File: src/pkg/tepb_pkg.sv
package tepb_pkg;

  // Register indexes; byte address is four times the index
  localparam logic [5:0]  IDX_VECTOR_BASE    = 6'h00;
  localparam logic [5:0]  IDX_SAVED_STATUS   = 6'h01;
  localparam logic [5:0]  IDX_CURRENT_STATUS = 6'h02;
  localparam logic [5:0]  IDX_TRAP_STATE     = 6'h03;
  localparam logic [5:0]  IDX_DECODE_PC      = 6'h0A;
  localparam logic [5:0]  IDX_EXECUTE_PC     = 6'h0B;
  localparam logic [5:0]  IDX_WRITEBACK_PC   = 6'h0C;

  // Current status fields
  localparam int          DA_BIT             = 0;
  localparam int          DI_BIT             = 1;
  localparam int          FZ_BIT             = 10;
  localparam logic [31:0] STATUS_RESET       = 32'h0000_0413;
  // Handler status pattern: bits in KEEP stay, SET bits forced on
  localparam logic [31:0] HANDLER_KEEP_MASK  = 32'hFFFF_F800;
  localparam logic [31:0] HANDLER_SET_MASK   = 32'h0000_0413;
  localparam logic [31:0] VECTOR_BASE_MASK   = 32'hFFFF_FC00;

  // Vector numbers
  localparam logic [7:0]  VEC_ILLEGAL        = 8'h00;
  localparam logic [7:0]  VEC_TLB_BASE       = 8'h08;
  localparam logic [7:0]  VEC_IMMU_PROT      = 8'h0C;
  localparam logic [7:0]  VEC_DMMU_PROT      = 8'h0D;
  localparam logic [7:0]  VEC_PIN_BASE       = 8'h10;
  localparam logic [7:0]  VEC_FP_EXCEPTION   = 8'h16;
  localparam logic [7:0]  VEC_EMUL_FIRST     = 8'h18;
  localparam logic [7:0]  VEC_EMUL_LAST      = 8'h3F;
  localparam logic [7:0]  VEC_INSTR_FIRST    = 8'h40;
  localparam logic [7:0]  EMUL_OPCODE_FIRST  = 8'hD8;
  localparam logic [7:0]  EMUL_OPCODE_OFFSET = 8'hC0;

  localparam int          PIN_COUNT          = 6;
  localparam logic [2:0]  PIN_SHARED_IDX     = 3'd3;

  typedef enum logic [7:0] {
    TEPB_IDLE       = 8'h01,
    TEPB_SUSP_EXEC  = 8'h02,
    TEPB_SUSP_FETCH = 8'h04,
    TEPB_WAIT_MEM   = 8'h08,
    TEPB_COPY       = 8'h10,
    TEPB_MODIFY     = 8'h20,
    TEPB_VEC_READ   = 8'h40,
    TEPB_FETCH      = 8'h80
  } tepb_state_t;

endpackage

File: src/design/tepb_stage_reg.sv
`timescale 1ns/1ps
module tepb_stage_reg (
  input  wire logic        sys_clk,
  input  wire logic        rst_n,
  input  wire logic        stage_enter,
  input  wire logic [31:0] stage_addr,
  input  wire logic        freeze_bit,
  input  wire logic        sw_write,
  input  wire logic [31:0] sw_data,
  output logic      [31:0] value
);

  typedef struct packed {
    logic [29:0] word_addr;
  } tepb_stage_t;

  tepb_stage_t state_reg;
  tepb_stage_t state_next;

  always_comb begin
    state_next = state_reg;
    // Software load wins so a handler can set restart points while frozen
    if (sw_write) begin
      state_next.word_addr = sw_data[31:2];
    end else if (stage_enter && !freeze_bit) begin
      state_next.word_addr = stage_addr[31:2];
    end
  end

  always_ff @(posedge sys_clk) begin
    if (!rst_n) begin
      state_reg <= '0;
    end else begin
      state_reg <= state_next;
    end
  end

  assign value = {state_reg.word_addr, 2'b00};

endmodule // tepb_stage_reg

File: src/design/tepb_trap_entry.sv
`timescale 1ns/1ps
// Overview of operation
// RL1: TLB misses 8-11, MMU protection 12, 13
// RL2: Interrupt pins 16-19, trap pins 20-21
// RL3: Unimplemented opcodes trap to vectors 24-63
// RL4: Vectors 64-255 come from instruction field
// RL5: Withdrawn pin request yields illegal-opcode vector
// RL6: Hardware never raises vector 22
// RL7: Restart execute address first, decode second
// RL8: Write-back address unused for return
// RL9: Live fetch counter not visible to software
// RL10: Decode address captured unless frozen
// RL11: Execute address captured unless frozen
// RL12: Write-back address captured unless frozen
// RL13: Low two address bits read zero
// RL14: Suspend execute, fetch, finish memory, cancel multiple
// RL15: Copy status to saved, then modify
// RL16: Set freeze; frozen registers hold
// RL17: Read 32-bit vector at base plus number
// RL18: Fetch handler address, then resume
// RL19: No automatic register saving on entry
// RL20: Handler clears freeze before re-enabling traps
// RL21: Vector number replaces base bits 9-2
// RL22: Early withdrawal ends in illegal-opcode trap
// RL23: Handler status keeps bits 31-11, bits 10-0 forced to parameter pattern
module tepb_trap_entry (
  input  wire logic        sys_clk,
  input  wire logic        rst_n,
  // Avalon-MM slave, byte address
  input  wire logic [7:0]  avs_address,
  input  wire logic        avs_read,
  input  wire logic        avs_write,
  input  wire logic [31:0] avs_writedata,
  output logic      [31:0] avs_readdata,
  output logic             avs_waitrequest,
  // Pipeline stage entries
  input  wire logic        decode_enter,
  input  wire logic [31:0] decode_addr,
  input  wire logic        execute_enter,
  input  wire logic [31:0] execute_addr,
  input  wire logic        writeback_enter,
  input  wire logic [31:0] writeback_addr,
  // Exception causes
  input  wire logic        tlb_miss_req,
  input  wire logic        tlb_miss_data,
  input  wire logic        tlb_miss_supervisor,
  input  wire logic        mmu_prot_req,
  input  wire logic        mmu_prot_data,
  input  wire logic [3:0]  interrupt_request_inputs_n,
  input  wire logic [1:0]  trap_request_inputs_n,
  input  wire logic        peripheral_irq,
  input  wire logic        emul_req,
  input  wire logic [7:0]  emul_opcode,
  input  wire logic        instr_trap_req,
  input  wire logic [7:0]  instr_trap_vector,
  // Pipeline and memory control
  input  wire logic        mem_busy,
  output logic             exec_suspend,
  output logic             fetch_suspend,
  output logic             multiple_cancel,
  output logic             vec_rd_req,
  output logic      [31:0] vec_rd_addr,
  input  wire logic        vec_rd_ack,
  input  wire logic [31:0] vec_rd_data,
  output logic             fetch_start,
  output logic      [31:0] fetch_addr,
  output logic             freeze_bit,
  output logic      [31:0] restart_first_addr,
  output logic      [31:0] restart_second_addr
);

  typedef struct packed {
    tepb_pkg::tepb_state_t st;
    logic [5:0]            pin_meta;
    logic [5:0]            pin_sync;
    logic [31:0]           cur_status;
    logic [31:0]           saved_status;
    logic [31:0]           vector_base;
    logic [7:0]            cause_vec;
    logic                  cause_pin;
    logic [2:0]            pin_idx;
    logic [7:0]            vec_num;
    logic [31:0]           vec_addr;
    logic                  fetch_go;
    logic [31:0]           handler_addr;
    logic                  bus_ack;
    logic [31:0]           rdata;
  } tepb_main_t;

  tepb_main_t s_reg;
  tepb_main_t s_next;

  logic [31:0] decode_pc;
  logic [31:0] execute_pc;
  logic [31:0] writeback_pc;
  logic [5:0]  bus_idx;
  logic        bus_req;
  logic        bus_wr;
  logic [5:0]  pin_active;
  logic        pin_any;
  logic [2:0]  pin_sel;

  ////////////////////////////////////////////////////////////////////////////
  // Bus decode
  assign bus_idx = avs_address[7:2];
  assign bus_req = avs_read | avs_write;
  assign bus_wr  = avs_write & ~s_reg.bus_ack;
  assign avs_waitrequest = bus_req & ~s_reg.bus_ack;
  assign avs_readdata    = s_reg.rdata;

  ////////////////////////////////////////////////////////////////////////////
  // Program counter buffer; no live fetch counter is held or mapped  // RL9
  tepb_stage_reg u_decode_pc (
    .sys_clk     (sys_clk),
    .rst_n       (rst_n),
    .stage_enter (decode_enter),
    .stage_addr  (decode_addr),
    .freeze_bit  (freeze_bit),
    .sw_write    (bus_wr && bus_idx == tepb_pkg::IDX_DECODE_PC),
    .sw_data     (avs_writedata),
    .value       (decode_pc)
  ); // RL10

  tepb_stage_reg u_execute_pc (
    .sys_clk     (sys_clk),
    .rst_n       (rst_n),
    .stage_enter (execute_enter),
    .stage_addr  (execute_addr),
    .freeze_bit  (freeze_bit),
    .sw_write    (bus_wr && bus_idx == tepb_pkg::IDX_EXECUTE_PC),
    .sw_data     (avs_writedata),
    .value       (execute_pc)
  ); // RL11

  tepb_stage_reg u_writeback_pc (
    .sys_clk     (sys_clk),
    .rst_n       (rst_n),
    .stage_enter (writeback_enter),
    .stage_addr  (writeback_addr),
    .freeze_bit  (freeze_bit),
    .sw_write    (bus_wr && bus_idx == tepb_pkg::IDX_WRITEBACK_PC),
    .sw_data     (avs_writedata),
    .value       (writeback_pc)
  ); // RL12

  // Return restarts execute address, then decode; write-back never used
  assign restart_first_addr  = execute_pc; // RL7
  assign restart_second_addr = decode_pc; // RL8

  ////////////////////////////////////////////////////////////////////////////
  // Pin requests, trap pins ahead of interrupt pins
  always_comb begin
    pin_active = s_reg.pin_sync;
    pin_active[tepb_pkg::PIN_SHARED_IDX] = s_reg.pin_sync[tepb_pkg::PIN_SHARED_IDX] | peripheral_irq;
    if (s_reg.cur_status[tepb_pkg::DA_BIT]) begin
      pin_active = '0;
    end else if (s_reg.cur_status[tepb_pkg::DI_BIT]) begin
      pin_active[3:0] = 4'h0;
    end
    pin_any = |pin_active;
    pin_sel = 3'd0;
    for (int i = tepb_pkg::PIN_COUNT - 1; i >= 0; i--) begin
      if (pin_active[i]) begin
        pin_sel = 3'(i);
      end
    end
    if (pin_active[4]) begin
      pin_sel = 3'd4;
    end
    if (pin_active[5] && !pin_active[4]) begin
      pin_sel = 3'd5;
    end
  end

  assign freeze_bit      = s_reg.cur_status[tepb_pkg::FZ_BIT];
  assign exec_suspend    = s_reg.st != tepb_pkg::TEPB_IDLE; // RL14
  assign fetch_suspend   = !(s_reg.st inside {tepb_pkg::TEPB_IDLE, tepb_pkg::TEPB_SUSP_EXEC});
  assign multiple_cancel = s_reg.st == tepb_pkg::TEPB_WAIT_MEM;
  assign vec_rd_req      = s_reg.st == tepb_pkg::TEPB_VEC_READ;
  assign vec_rd_addr     = s_reg.vec_addr;
  assign fetch_start     = s_reg.fetch_go;
  assign fetch_addr      = s_reg.handler_addr;

  ////////////////////////////////////////////////////////////////////////////
  // Next state
  always_comb begin
    s_next          = s_reg;
    s_next.pin_meta = ~{trap_request_inputs_n, interrupt_request_inputs_n};
    s_next.pin_sync = s_reg.pin_meta;
    s_next.fetch_go = 1'b0;
    s_next.bus_ack  = bus_req & ~s_reg.bus_ack;

    // Registers answer one cycle after the request
    if (bus_req && !s_reg.bus_ack) begin
      s_next.rdata = 32'h0000_0000;
      if (bus_idx == tepb_pkg::IDX_VECTOR_BASE) begin
        s_next.rdata = s_reg.vector_base;
      end else if (bus_idx == tepb_pkg::IDX_SAVED_STATUS) begin
        s_next.rdata = s_reg.saved_status;
      end else if (bus_idx == tepb_pkg::IDX_CURRENT_STATUS) begin
        s_next.rdata = s_reg.cur_status;
      end else if (bus_idx == tepb_pkg::IDX_TRAP_STATE) begin
        s_next.rdata = {16'h0000, s_reg.vec_num, s_reg.st};
      end else if (bus_idx == tepb_pkg::IDX_DECODE_PC) begin
        s_next.rdata = decode_pc; // RL13
      end else if (bus_idx == tepb_pkg::IDX_EXECUTE_PC) begin
        s_next.rdata = execute_pc; // RL13
      end else if (bus_idx == tepb_pkg::IDX_WRITEBACK_PC) begin
        s_next.rdata = writeback_pc; // RL13
      end
    end
    if (bus_wr) begin
      if (bus_idx == tepb_pkg::IDX_VECTOR_BASE) begin
        s_next.vector_base = avs_writedata & tepb_pkg::VECTOR_BASE_MASK;
      end else if (bus_idx == tepb_pkg::IDX_SAVED_STATUS) begin
        s_next.saved_status = avs_writedata;
      end else if (bus_idx == tepb_pkg::IDX_CURRENT_STATUS) begin
        s_next.cur_status = avs_writedata;
      end
    end

    case (s_reg.st)
      tepb_pkg::TEPB_IDLE: begin
        s_next.cause_pin = 1'b0;
        if (mmu_prot_req) begin
          s_next.cause_vec = mmu_prot_data ? tepb_pkg::VEC_DMMU_PROT
                                           : tepb_pkg::VEC_IMMU_PROT; // RL1
          s_next.st        = tepb_pkg::TEPB_SUSP_EXEC;
        end else if (tlb_miss_req) begin
          s_next.cause_vec = tepb_pkg::VEC_TLB_BASE
                           | {6'h00, tlb_miss_supervisor, tlb_miss_data}; // RL1
          s_next.st        = tepb_pkg::TEPB_SUSP_EXEC;
        end else if (emul_req) begin
          // Below the emulated range counts as undefined
          s_next.cause_vec = (emul_opcode >= tepb_pkg::EMUL_OPCODE_FIRST)
                           ? emul_opcode - tepb_pkg::EMUL_OPCODE_OFFSET
                           : tepb_pkg::VEC_ILLEGAL; // RL3
          s_next.st        = tepb_pkg::TEPB_SUSP_EXEC;
        end else if (instr_trap_req) begin
          s_next.cause_vec = instr_trap_vector; // RL4
          s_next.st        = tepb_pkg::TEPB_SUSP_EXEC;
        end else if (pin_any) begin
          s_next.cause_vec = tepb_pkg::VEC_PIN_BASE + {5'h00, pin_sel}; // RL2
          s_next.cause_pin = 1'b1;
          s_next.pin_idx   = pin_sel;
          s_next.st        = tepb_pkg::TEPB_SUSP_EXEC;
        end
      end
      tepb_pkg::TEPB_SUSP_EXEC: begin
        s_next.st = tepb_pkg::TEPB_SUSP_FETCH; // RL14
      end
      tepb_pkg::TEPB_SUSP_FETCH: begin
        s_next.st = tepb_pkg::TEPB_WAIT_MEM; // RL14
      end
      tepb_pkg::TEPB_WAIT_MEM: begin
        if (!mem_busy) begin
          s_next.st = tepb_pkg::TEPB_COPY; // RL14
        end
      end
      tepb_pkg::TEPB_COPY: begin
        s_next.saved_status = s_reg.cur_status; // RL15
        s_next.st           = tepb_pkg::TEPB_MODIFY;
      end
      tepb_pkg::TEPB_MODIFY: begin
        // Only status changes; no other register is saved  // RL19
        s_next.cur_status = (s_reg.cur_status & tepb_pkg::HANDLER_KEEP_MASK)
                          | tepb_pkg::HANDLER_SET_MASK; // RL23
        s_next.cur_status[tepb_pkg::FZ_BIT] = 1'b1; // RL16
        // Vector fixed now; a pin gone quiet gives illegal opcode
        s_next.vec_num = s_reg.cause_vec;
        if (s_reg.cause_pin && !pin_active[s_reg.pin_idx]) begin
          s_next.vec_num = tepb_pkg::VEC_ILLEGAL; // RL5 RL22
        end
        if (s_reg.cause_vec == tepb_pkg::VEC_FP_EXCEPTION && !s_reg.cause_pin) begin
          s_next.vec_num = tepb_pkg::VEC_ILLEGAL; // RL6
        end
        s_next.vec_addr = {s_reg.vector_base[31:10], s_next.vec_num, 2'b00}; // RL21
        s_next.st       = tepb_pkg::TEPB_VEC_READ;
      end
      tepb_pkg::TEPB_VEC_READ: begin
        if (vec_rd_ack) begin
          s_next.handler_addr = {vec_rd_data[31:2], 2'b00}; // RL17
          s_next.st           = tepb_pkg::TEPB_FETCH;
        end
      end
      tepb_pkg::TEPB_FETCH: begin
        s_next.fetch_go = 1'b1; // RL18
        s_next.st       = tepb_pkg::TEPB_IDLE;
      end
      default: begin
        s_next.st = tepb_pkg::TEPB_IDLE;
      end
    endcase
  end

  always_ff @(posedge sys_clk) begin
    if (!rst_n) begin
      s_reg            <= '0;
      s_reg.st         <= tepb_pkg::TEPB_IDLE;
      s_reg.cur_status <= tepb_pkg::STATUS_RESET;
    end else begin
      s_reg <= s_next;
    end
  end
endmodule // tepb_trap_entry

File: config.mk
export PLATFORM = sky130hd
export DESIGN_NAME = tepb_trap_entry
export DESIGN_NICKNAME = d
export VERILOG_FILES = /design/src/pkg/tepb_pkg.sv /design/src/design/tepb_stage_reg.sv /design/src/design/tepb_trap_entry.sv
export SDC_FILE = /design/constraint.sdc
export NUM_CORES = 1
export LEC_CHECK = 0
export BUFFER_PORTS_ARGS = -buffer_cell sky130_fd_sc_hd__buf_4
export CAP_MARGIN = 10
export CORE_ASPECT_RATIO = 0.6
export CORE_MARGIN = 8
export CORE_UTILIZATION = 50
export DETAILED_ROUTE_END_ITERATION = 8
export GPL_ROUTABILITY_DRIVEN = 0
export PLACE_DENSITY = 0.77
export SYNTH_ARGS = -nofsm -noshare
export SYNTH_HDL_FRONTEND = slang
export SYNTH_SLANG_ARGS = --single-unit
File: constraint.sdc
create_clock -name sys_clk -period 2.59 [get_ports sys_clk]
set_input_delay 0.3885 -clock sys_clk [delete_from_list [all_inputs] [get_ports sys_clk]]
set_output_delay 0.3885 -clock sys_clk [all_outputs]
set_load 0.03 [all_outputs]
Word-level counts from Yosys, hierarchy flattened
Cells that the tools add are included.
{"block": "classes", "n_reduce_logical": 34, "mux": 52, "addsub": 2, "n_eq_ne": 20, "n_div": 0, "bitwise_logic": 14, "n_mul": 0, "magnitude_cmp": 2, "shift": 0}
{"cell": "32-bit 2-to-1 mux", "n": 11}
{"cell": "30-bit 2-to-1 mux", "n": 6}
{"cell": "8-bit 2-to-1 mux", "n": 14}
{"cell": "64-bit 2-to-1 mux", "n": 1}
{"cell": "8-bit one-hot mux with 7 select lines", "n": 1}
{"cell": "4-bit 2-to-1 mux", "n": 6}
{"cell": "3-bit 2-to-1 mux", "n": 7}
{"cell": "6-bit by 4-bit == test with 1-bit output, second input constant", "n": 3}
{"cell": "8-bit by 5-bit == test with 1-bit output, second input constant", "n": 2}
{"cell": "6-bit by 2-bit == test with 1-bit output, second input constant", "n": 2}
{"cell": "12-bit 2-to-1 mux", "n": 1}
{"cell": "2-bit nonzero test", "n": 6}
{"cell": "1-bit logical AND", "n": 10}
{"cell": "1-bit NOT", "n": 9}
{"cell": "8-bit by 1-bit == test with 1-bit output, second input constant", "n": 1}
{"cell": "8-bit by 2-bit == test with 1-bit output, second input constant", "n": 1}
{"cell": "8-bit by 3-bit == test with 1-bit output, second input constant", "n": 1}
{"cell": "8-bit by 4-bit == test with 1-bit output, second input constant", "n": 1}
{"cell": "8-bit by 6-bit == test with 1-bit output, second input constant", "n": 1}
{"cell": "8-bit by 7-bit == test with 1-bit output, second input constant", "n": 1}
{"cell": "8-bit == test, second input constant", "n": 1}
{"cell": "8-bit >= comparator, second input constant", "n": 1}
{"cell": "8-bit by 1-bit inequality test with 1-bit output, second input constant", "n": 1}
{"cell": "8-bit subtractor, second input constant", "n": 1}
{"cell": "other kinds (22)", "n": 35}
{"block": "totals", "output_inout_bits": 167, "mem_bits_rw": 0, "latchBits": 0, "reg_bits": 310, "mem_bits_ro": 0, "elab_cells": 143, "n_memories": 0, "in_bits": 207}

Longest topological paths before layout
Gate-level depths: netlist (run 1).
{"block": "depth", "depth_word": 15, "depth_mapped": 9, "depth_no_buf": 6}

Cells and area by module
Synthesis (run 1) repeated with hierarchy kept, for this count alone.
{"block": "hier_totals", "cells_unflattened": 1649, "hier_area_um2": 14316.2}
{"mod": "tepb_trap_entry", "area_each_um2": 10288.6, "n_inst": 1, "seq_area_each_um2": 4244.1, "cells_per_inst": 1235}
{"mod": "tepb_stage_reg", "area_each_um2": 1342.5, "n_inst": 3, "seq_area_each_um2": 600.6, "cells_per_inst": 138}

Least setup slack after synthesis (run 1)
No wires, ideal clock.
{"block": "synth_path", "path_kind": "input to register", "from": "input port avs_address[5]", "to": "register s_reg[172] (netlist name)", "path_slack_ns": 0.628, "path_stages": 7, "required_ns": 2.457, "setup_time_ns": 0.133, "arrival_time_ns": 1.830, "n_path_buf": 2, "cell_sequence": "or4_1 -> buf_2 -> nor3b_4 -> nand2_2 -> buf_6 -> mux2i_1 -> a21oi_1"}
{"block": "synth_via", "elab_chain_len": 3, "elab_cells_between_ends": 5, "cone_classes": "eq/ne (2); reduce/logical (3)"}
{"element": "from (decl)", "line": "tepb_trap_entry.sv:30", "rtl": "input wire logic [7:0] avs_address,"}
{"element": "6-bit by 1-bit == test with 1-bit output / 6-bit logical NOT (equally long branches)", "line": "tepb_trap_entry.sv:215, tepb_trap_entry.sv:213"}
{"element": "2-bit nonzero test (no source line) / 2-bit by 1-bit inequality test with 1-bit output (equally long branches)"}
{"element": "3-bit AND reduction (no source line) *"}
{"element": "to (signal assigned)", "line": "tepb_trap_entry.sv:302", "rtl": "s_reg <= s_next;"}
{"element": "to (decl)", "line": "tepb_trap_entry.sv:90", "rtl": "tepb_main_t s_reg;"}
Every way passes the cells marked *; elsewhere a longest branch is shown, timed or not.
A chain may end at the register's enable or synchronous reset.

Worst setup path after layout (run 1)
{"block": "layout_path", "from": "register s_reg[233] (netlist name)", "to": "output port vec_rd_req"}
{"block": "layout_via", "elab_chain_len": 1}
{"element": "8-bit by 7-bit == test with 1-bit output", "line": "tepb_trap_entry.sv:179", "rtl": "assign vec_rd_req = s_reg.st == tepb_pkg::TEPB_VEC_READ;"}
{"element": "to (decl)", "line": "tepb_trap_entry.sv:61", "rtl": "output logic vec_rd_req,"}
No other way between the ends.

==> flow_summary.json, run 1 <==
{
  "status": "finished, final reports clean",
  "cp_data_arrival_time_ns": 1.97,
  "antenna_found_initial": 1,
  "slowest_stage": "dfxtp_1",
  "utilization_pct": 63.5,
  "crit_buf_inv": 3,
  "root_buffer": "clkbuf_16",
  "p_leak_nw": 6.98,
  "routed_via_density": 5.86,
  "powerDensity_nw_per_um2": 582,
  "dpl.hpwl_um": 34100,
  "placed_area_um2": 16500,
  "layout_common_cells": "400 x buf_4, 302 x dfxtp_1, 260 x nand2_1, 160 x nor2_1, 149 x a21oi_1",
  "slew_headroom_pct": 35.1,
  "ys_ff_latch": 302,
  "die-area_um2": 34000,
  "grtUsageMet2_pct": 44.3,
  "setup_viol": 0,
  "synth_cell_types": 67,
  "finClkSkew_ns": 0.0103,
  "muxShareOfSynthArea_pct": 10.5,
  "maxSlewViolCount": 0,
  "tritoncts": "yes",
  "layout_commonest_cell": "buf_4",
  "floorplan.initialDensity_pct": 51.0,
  "numCtsBuffers": 29,
  "yosys_warnings": 0,
  "syn_area_per_cell_um2": 8.42,
  "fmax_mhz": 425,
  "end_kind": "output pin",
  "cts_buffer_depth": 3,
  "hold_violations": 0,
  "seqCellArea_um2": 6050,
  "cts.sinks": 302,
  "grt_pass1_wl_um": 73000,
  "routed_wl_um": 46800,
  "syn_to_final_growth_pct": 24.4,
  "first_pass_iters": 5,
  "io_pins": 374,
  "critPathMaxFanout": 6,
  "irDropWorstVdd_uv": 563,
  "synthAdderAreaFrac_pct": 0.0887,
  "synthXorXnorAreaFrac_pct": 0.0621,
  "multi_input_area_um2": 6820,
  "clk_latency_ns": 0.56,
  "finalNetCount": 2104,
  "period_needed_ns": 2.35,
  "clk_pin_slew_ns": 0.06,
  "largest_reg_flops": 119,
  "grt-busiest-layer": "met2",
  "fin_ws_ns": 0.236,
  "die_w_um": 233,
  "critPathMostFrequentCell": "buf_4",
  "synth_area_um2": 14100,
  "grt.total_usage_pct": 26.1,
  "synth-main-ff-cell": "dfxtp_1",
  "crit_chain": "nor4_1 > buf_4 > nand4b_1 > inv_1 > buf_4",
  "synth_edf_count": 0,
  "first_global_vias": 13000,
  "critPathKind": "flop to output pin",
  "cap_violations": 0,
  "vias": 13400,
  "drtIter0Drc": 1236,
  "layout-drive-gt1-share_pct": 25.0,
  "synth_simple_gate_area_share_pct": 17.1,
  "fin_area_um2": 17500,
  "die_h_um": 146,
  "synth_cells": 1675,
  "synth-compound-area-share_pct": 20.0,
  "rsz0062_at_grt": "false",
  "grt_util_met1_pct": 33.7,
  "grt_start_max_net_pins": 113,
  "fillCellCount": 2381,
  "coreArea_um2": 27600,
  "worstSetupStartpointType": "flop",
  "pre_cts_ws_ns": 0.344,
  "grt-ovfl-total": 0,
  "remaining_drc_errors": 0,
  "grt_use_met3_pct": 4.74,
  "io_buffers": 355,
  "antenna_left": 0,
  "hp-class": "primary input to flop",
  "period_share_pct": 90.9,
  "synth_top_family_by_area": "compound AO/OA/AOI/OAI gates",
  "cp_slowest_stage_delay_ns": 0.36,
  "tightestPinTransition_ns": 0.970,
  "fin_tns_setup_ns": 0,
  "rrSetupSlack_ns": 0.45,
  "critical_path_required_ns": 2.20,
  "synthArstFlopShare_pct": 0,
  "ys_seq_area_share_pct": 42.9,
  "path_delay_family": "buffers and inverters",
  "wl_per_cell_um": 20.5,
  "fp-row-count": 47,
  "h-tree-depth": 1
}
-- tightest hold or removal path, stage by stage --
cell     delay, ns
buf_4         0.09
nand2_1       0.04
nand4_1       0.07
-- layout make-up --
cell class                 count  area share [%]
antenna                        1          0.0143
clock buffer                  46            4.84
clock inverter                 7           0.642
inverter                       7           0.178
multi-input combinational   1142            38.9
sequential                   302            34.5
tap                          367            2.62
timing repair buffer         414            18.3
-- power breakdown --
part | internal [mW] | switching, mW
combinational | 0.445 | 0.607
clock | 2.54 | 1.84
sequential | 4.72 | 0.0639
total | 7.70 | 2.51
-- per-layer routing --
| layer | up-vias | wire [µm] |
|---|---|---|
| met2 | 561 | 22800 |
| li1 | 6275 | - |
| met4 | 0 | 1200 |
| met1 | 6464 | 19500 |
| met5 | - | 0 |
| met3 | 86 | 3250 |
-- through the flow --
stage	hold WS (ns)	instances	power, mW
2_1_floorplan	0.412	1682	5.41
3_3_place_gp	0.419	2225	5.90
6_report	0.0706	2286	10.2
5_1_grt	0.0605	2286	10.5
4_1_cts	0.0499	2285	10.3
3_5_place_dp	0.423	2225	5.91
-- final timing paths --
path                            cells past startpoint               startpoint                       endpoint
worst max-delay path                                5  s_reg[233]$_SDFFE_PN0P_                     vec_rd_req
worst min-delay path                                3         avs_writedata[1]        s_reg[183]$_SDFFE_PP1P_
worst max register to register                      6     s_reg[32]$_SDFF_PN0_  avs_readdata[13]$_SDFFE_PN0P_
worst min register to register                      1   s_next[219]$_SDFF_PN0_          s_reg[219]$_SDFF_PN0_
-- cells by family after synthesis --
family / Yosys count
muxes: 148
other: 1
DFF: 302
buffers and inverters: 238
xor gates and xnor gates: 1
AOI/OAI and AO/OA: 431
and+or+nand+nor: 553
adders and majority gates: 1
-- synth_stat cells, types with 8 or more instances --
master / count / area (µm²)
buf_2: 19 / 95.1
nand2b_1: 8 / 50.1
nor2b_1: 9 / 56.3
buf_4: 100 / 751
nor2_1: 160 / 601
a2111oi_0: 13 / 114
nand4_1: 10 / 62.6
a211oi_1: 91 / 683
nor3_1: 31 / 155
a22o_1: 14 / 123
a21oi_1: 149 / 746
dfxtp_1: 302 / 6050
o211ai_1: 8 / 60.1
clkbuf_1: 106 / 398
and2_1: 10 / 62.6
o21ai_0: 61 / 305
a22oi_1: 8 / 60.1
mux2i_1: 144 / 1440
a221oi_1: 25 / 219
or3_1: 10 / 62.6
nand2_1: 263 / 987
and3_1: 11 / 68.8
nand3_1: 14 / 70.1
-- repair_timing --
item | 4_1_cts | 5_1_grt
endpoints found under the hold margin | 7 | 0
endpoints found under the setup margin | 0 | 0
hold buffers | 7 | 0
buffers inserted | 0 | 0
gates resized for setup | 0 | 0
Note: power is estimated with default switching activity, not from simulation.
==> run 2: changes to the inputs <==
--- a/config.mk
+++ b/config.mk
@@ -5,14 +5,15 @@
 export SDC_FILE = /design/constraint.sdc
 export NUM_CORES = 1
 export LEC_CHECK = 0
+export ABC_CLOCK_PERIOD_IN_PS = 2590
 export BUFFER_PORTS_ARGS = -buffer_cell sky130_fd_sc_hd__buf_4
 export CAP_MARGIN = 10
 export CORE_ASPECT_RATIO = 0.6
 export CORE_MARGIN = 8
-export CORE_UTILIZATION = 50
+export CORE_UTILIZATION = 53
 export DETAILED_ROUTE_END_ITERATION = 8
 export GPL_ROUTABILITY_DRIVEN = 0
-export PLACE_DENSITY = 0.77
+export PLACE_DENSITY = 0.8
 export SYNTH_ARGS = -nofsm -noshare
 export SYNTH_HDL_FRONTEND = slang
 export SYNTH_SLANG_ARGS = --single-unit
==> run 2 against run 1 <==
Against the previous run:
- power up 1.3%
- largest cell class unchanged
- wire length down 2.2%
- sequential power about the same
- core utilization up 3.0 points
- sequential cell count unchanged
- setup slack worse by 0.027 ns
==> flow_summary.json, run 2 (same netlist as run 1, synthesis figures left out) <==
{
  "antennaDiodeCount": 0,
  "cts_setup_buffers": 0,
  "grt_start_max_net_pins": 79,
  "routed_wl_um": 45800,
  "layout_commonest_cell": "buf_4",
  "whs_ns": 0.0754,
  "die-area_um2": 32300,
  "remaining_drc_errors": 0,
  "pre_cts_ws_ns": 0.229,
  "fmax_mhz": 420,
  "period_share_pct": 91.9,
  "setup_viol": 0,
  "dpl.hpwl_um": 33300,
  "irDropWorstVdd_uv": 442,
  "floorplan.initialDensity_pct": 53.6,
  "critPathMostFrequentCell": "buf_4",
  "h-tree-depth": 1,
  "rrSetupSlack_ns": 0.41,
  "cp_data_arrival_time_ns": 1.99,
  "finClkSkew_ns": 0.0148,
  "layout-drive-gt1-share_pct": 25.1,
  "io_pins": 374,
  "die_w_um": 227,
  "rsz0062_at_grt": "false",
  "cp_slowest_stage_delay_ns": 0.37,
  "wl_per_cell_um": 20.2,
  "numCtsBuffers": 29,
  "io_buffers": 355,
  "critical_path_required_ns": 2.20,
  "tightestPinTransition_ns": 0.824,
  "cts.sinks": 302,
  "drtIter0Drc": 1460,
  "clk_pin_slew_ns": 0.07,
  "fin_area_um2": 17500,
  "cap_violations": 0,
  "syn_to_final_growth_pct": 24.0,
  "end_kind": "output pin",
  "hp-class": "primary input to flop",
  "layout_common_cells": "397 x buf_4, 302 x dfxtp_1, 260 x nand2_1, 160 x nor2_1, 149 x a21oi_1",
  "period_needed_ns": 2.38,
  "first_pass_iters": 6,
  "worstSetupStartpointType": "flop",
  "powerDensity_nw_per_um2": 592,
  "fin_ws_ns": 0.209,
  "cts_buffer_depth": 3,
  "grt-ovfl-total": 0,
  "maxSlewViolCount": 0,
  "status": "finished, final reports clean",
  "coreArea_um2": 26300,
  "clk_latency_ns": 0.56,
  "routed_via_density": 5.85,
  "antenna_found_initial": 0,
  "placed_area_um2": 16400,
  "grt.total_usage_pct": 27.1,
  "fin_tns_setup_ns": 0,
  "root_buffer": "clkbuf_16",
  "crit_chain": "nor4_1 > buf_4 > nand4b_1 > inv_1 > buf_4",
  "antenna_left": 0,
  "fp-row-count": 46,
  "hold_violations": 0,
  "tritoncts": "yes",
  "grt_pass1_wl_um": 71000,
  "largest_reg_flops": 119,
  "finalNetCount": 2098,
  "critPathKind": "flop to output pin",
  "p_leak_nw": 6.94,
  "slew_headroom_pct": 43.7,
  "slowest_stage": "dfxtp_1",
  "critPathMaxFanout": 6,
  "vias": 13300,
  "die_h_um": 142,
  "first_global_vias": 12900
}
[run 2: final cells by class]
class	count	area [µm²]
clock inverter	16	219
sequential	302	6050
timing repair buffer	408	3130
fill	2188	8820
tap	360	450
inverter	7	31.3
clock buffer	37	786
multi-input combinational	1142	6820
[run 2: power by group]
group | internal, mW | switching, mW | total [mW]
Combinational | 0.438 | 0.597 | 1.03
Sequential | 4.72 | 0.0651 | 4.78
Clock | 2.65 | 1.89 | 4.53
Total | 7.80 | 2.55 | 10.4
[run 2: final timing paths]
kind                                               from                 endpoint  cells past startpoint
worst max-delay path            s_reg[233]$_SDFFE_PN0P_               vec_rd_req                      5
worst min-delay path                   avs_writedata[0]  s_reg[182]$_SDFFE_PP1P_                      3
worst max register to register  s_reg[227]$_SDFFE_PN0P_  s_reg[175]$_SDFFE_PN0P_                      6
worst min register to register   s_next[217]$_SDFF_PN0_    s_reg[217]$_SDFF_PN0_                      1
[run 2: timing repair]
action                                 in CTS  in global routing
hold buffers                                7                  0
endpoints found under the hold margin       7                  0
gates resized for setup                     0                  0
[run 2: layer usage]
metal	global-route usage (%)	share of wire, %
met1	35.3	41
met3	4.53	7.2
met4	6.74	2.6
met2	46.4	49
met5	0	0
[run 2: metrics by stage]
step           utilization [%]  instances  total power, mW
6_report                  66.5       2272             10.4
3_3_place_gp              62.4       2212             5.88
2_1_floorplan                -       1682             5.41
3_5_place_dp              62.4       2212             5.90
5_1_grt                   66.5       2272             10.7
4_1_cts                   66.5       2272             10.4
[run 2: critical path: cells and delay by family (launching register included)]
kind	cells	cell delay (ns)
AND/OR/NAND/NOR	2	0.52
flip-flops	1	0.37
buffers and inverters	3	0.54
==> run 3: changes to the inputs <==
--- a/config.mk
+++ b/config.mk
@@ -5,15 +5,16 @@
 export SDC_FILE = /design/constraint.sdc
 export NUM_CORES = 1
 export LEC_CHECK = 0
-export ABC_CLOCK_PERIOD_IN_PS = 2590
+export ABC_CLOCK_PERIOD_IN_PS = 2750
 export BUFFER_PORTS_ARGS = -buffer_cell sky130_fd_sc_hd__buf_4
 export CAP_MARGIN = 10
 export CORE_ASPECT_RATIO = 0.6
 export CORE_MARGIN = 8
-export CORE_UTILIZATION = 53
+export CORE_UTILIZATION = 57
 export DETAILED_ROUTE_END_ITERATION = 8
 export GPL_ROUTABILITY_DRIVEN = 0
-export PLACE_DENSITY = 0.8
+export PLACE_DENSITY = 0.85
+export REMOVE_ABC_BUFFERS = 1
 export SYNTH_ARGS = -nofsm -noshare
 export SYNTH_HDL_FRONTEND = slang
 export SYNTH_SLANG_ARGS = --single-unit
==> constraint.sdc (replaced) <==
create_clock -name sys_clk -period 2.75 [get_ports sys_clk]
set_input_delay 0.4125 -clock sys_clk [delete_from_list [all_inputs] [get_ports sys_clk]]
set_output_delay 0.4125 -clock sys_clk [all_outputs]
set_load 0.03 [all_outputs]
==> run 3 against run 2 <==
Against the previous run:
- core utilization grew 5.6 points
- count of clock-buffer cells in the layout is the same
- clock skew shrank 0.0033 ns
- critical path type unchanged
- critical endpoint is now exec_suspend
- largest cell class unchanged
- highest routed layer is now met5
==> flow_summary.json, run 3 (same netlist as run 1, synthesis figures left out) <==
{
  "hold_violations": 0,
  "rrSetupSlack_ns": 0.45,
  "floorplan.initialDensity_pct": 58.2,
  "status": "finished, final reports clean",
  "antenna_found_initial": 2,
  "worstSetupStartpointType": "flop",
  "layout_common_cells": "401 x buf_4, 302 x dfxtp_1, 260 x nand2_1, 159 x nor2_1, 149 x a21oi_1",
  "layout_commonest_cell": "buf_4",
  "die-area_um2": 30200,
  "largest_reg_flops": 119,
  "first_global_vias": 13100,
  "fmax_mhz": 397,
  "min_from": "trap_request_inputs_n[0]",
  "syn_to_final_growth_pct": 23.7,
  "rsz0062_at_grt": "false",
  "worstReg2RegEnd": "fetch_addr[17]$_SDFFE_PN0P_",
  "antenna_left": 0,
  "routed_via_density": 6.13,
  "cp_data_arrival_time_ns": 2.11,
  "critPathMaxFanout": 6,
  "h-tree-depth": 1,
  "powerDensity_nw_per_um2": 555,
  "finClkSkew_ns": 0.0116,
  "fillCellCount": 1870,
  "grt_start_max_net_pins": 96,
  "grt_pass1_wl_um": 73900,
  "clk_latency_ns": 0.55,
  "startpoint": "s_reg[233]$_SDFFE_PN0P_",
  "whs_ns": 0.0176,
  "grt-ovfl-total": 0,
  "irDropWorstVdd_uv": 450,
  "p_leak_nw": 6.96,
  "routed_wl_um": 49500,
  "slew_headroom_pct": 18.1,
  "die_h_um": 138,
  "remaining_drc_errors": 0,
  "critPathKind": "flop to output pin",
  "grt.total_usage_pct": 30.7,
  "cts.sinks": 302,
  "critical_path_required_ns": 2.34,
  "tritoncts": "yes",
  "cts_buffer_depth": 3,
  "first_pass_iters": 6,
  "utilization_pct": 72.0,
  "finalNetCount": 2099,
  "endpoint": "exec_suspend",
  "dpl.hpwl_um": 34100,
  "wl_per_cell_um": 22.1,
  "tightestPinTransition_ns": 1.22,
  "reg2reg_from": "s_reg[233]$_SDFFE_PN0P_",
  "fp-row-count": 44,
  "numCtsBuffers": 29,
  "coreArea_um2": 24200,
  "pre_cts_ws_ns": 0.327,
  "io_buffers": 355,
  "worst_r2r_path_depth": 7,
  "end_kind": "output pin",
  "layout-drive-gt1-share_pct": 25.5,
  "period_share_pct": 91.6,
  "root_buffer": "clkbuf_16",
  "clk_pin_slew_ns": 0.06,
  "fin_ws_ns": 0.232,
  "io_pins": 374,
  "vias": 13700,
  "hp-class": "primary input to flop",
  "period_needed_ns": 2.52,
  "drtIter0Drc": 1582,
  "setup_viol": 0,
  "cts_setup_buffers": 0,
  "maxSlewViolCount": 0,
  "cap_violations": 0,
  "die_w_um": 219
}
run 3: power by group:
part	switching [mW]	total [mW]	internal [mW]
logic	0.587	0.999	0.412
registers	0.0609	4.51	4.44
clock network	1.74	4.19	2.45
total	2.39	9.69	7.30
run 3: what timing repair did:
action	4_1_cts	5_1_grt
endpoints found under the hold margin	4	0
hold buffers	4	0
gates resized for setup	0	0
run 3: area by class of cell:
type                       count  area [µm²]  share of cell area [%]
sequential                   302        6050                    34.6
timing repair buffer         409        3130                    17.9
clock inverter                14         190                    1.09
tap                          322         403                    2.31
antenna                        1        2.50                  0.0143
inverter                       7        31.3                   0.179
clock buffer                  37         806                    4.62
multi-input combinational   1142        6840                    39.2
run 3: per-layer routing:
layer  part of all wire [%]  track usage (%)  vias up
met2                     45             48.1      830
li1                       -                -     6269
met1                     40             40.9     6465
met5                  0.026                0        -
met4                    3.8             12.2        2
met3                     11             6.89      129
run 3: worst min-delay path by stage:
stage / depth (start not counted) / end / slack [ns]
finish: 2 / s_next[218]$_SDFF_PN0_ / 0.02
global route: 2 / s_next[218]$_SDFF_PN0_ / 0.005
CTS: 2 / s_next[218]$_SDFF_PN0_ / 0.001
detailed placement: 1 / s_reg[218]$_SDFF_PN0_ / 0.42
global placement: 1 / s_reg[214]$_SDFF_PN0_ / 0.42
floorplan: 1 / s_reg[214]$_SDFF_PN0_ / 0.41
run 3: metrics by stage:
stage               cell area (µm²)  cells  TNS [ns]  power, mW
floorplan                     12800   1451   -325.34       5.01
global placement              16400   2178         0       5.55
detailed placement            16400   2178         0       5.57
CTS                           17400   2233         0       9.70
global route                  17500   2234         0       9.96
finish                        17500   2234         0       9.69
run 3: worst max-delay path, cell delays in order (launching register included):
cell and delay, ns:
dfxtp_1 0.37, or4_1 0.64, nor2_1 0.23, inv_1 0.13
buf_4 0.19
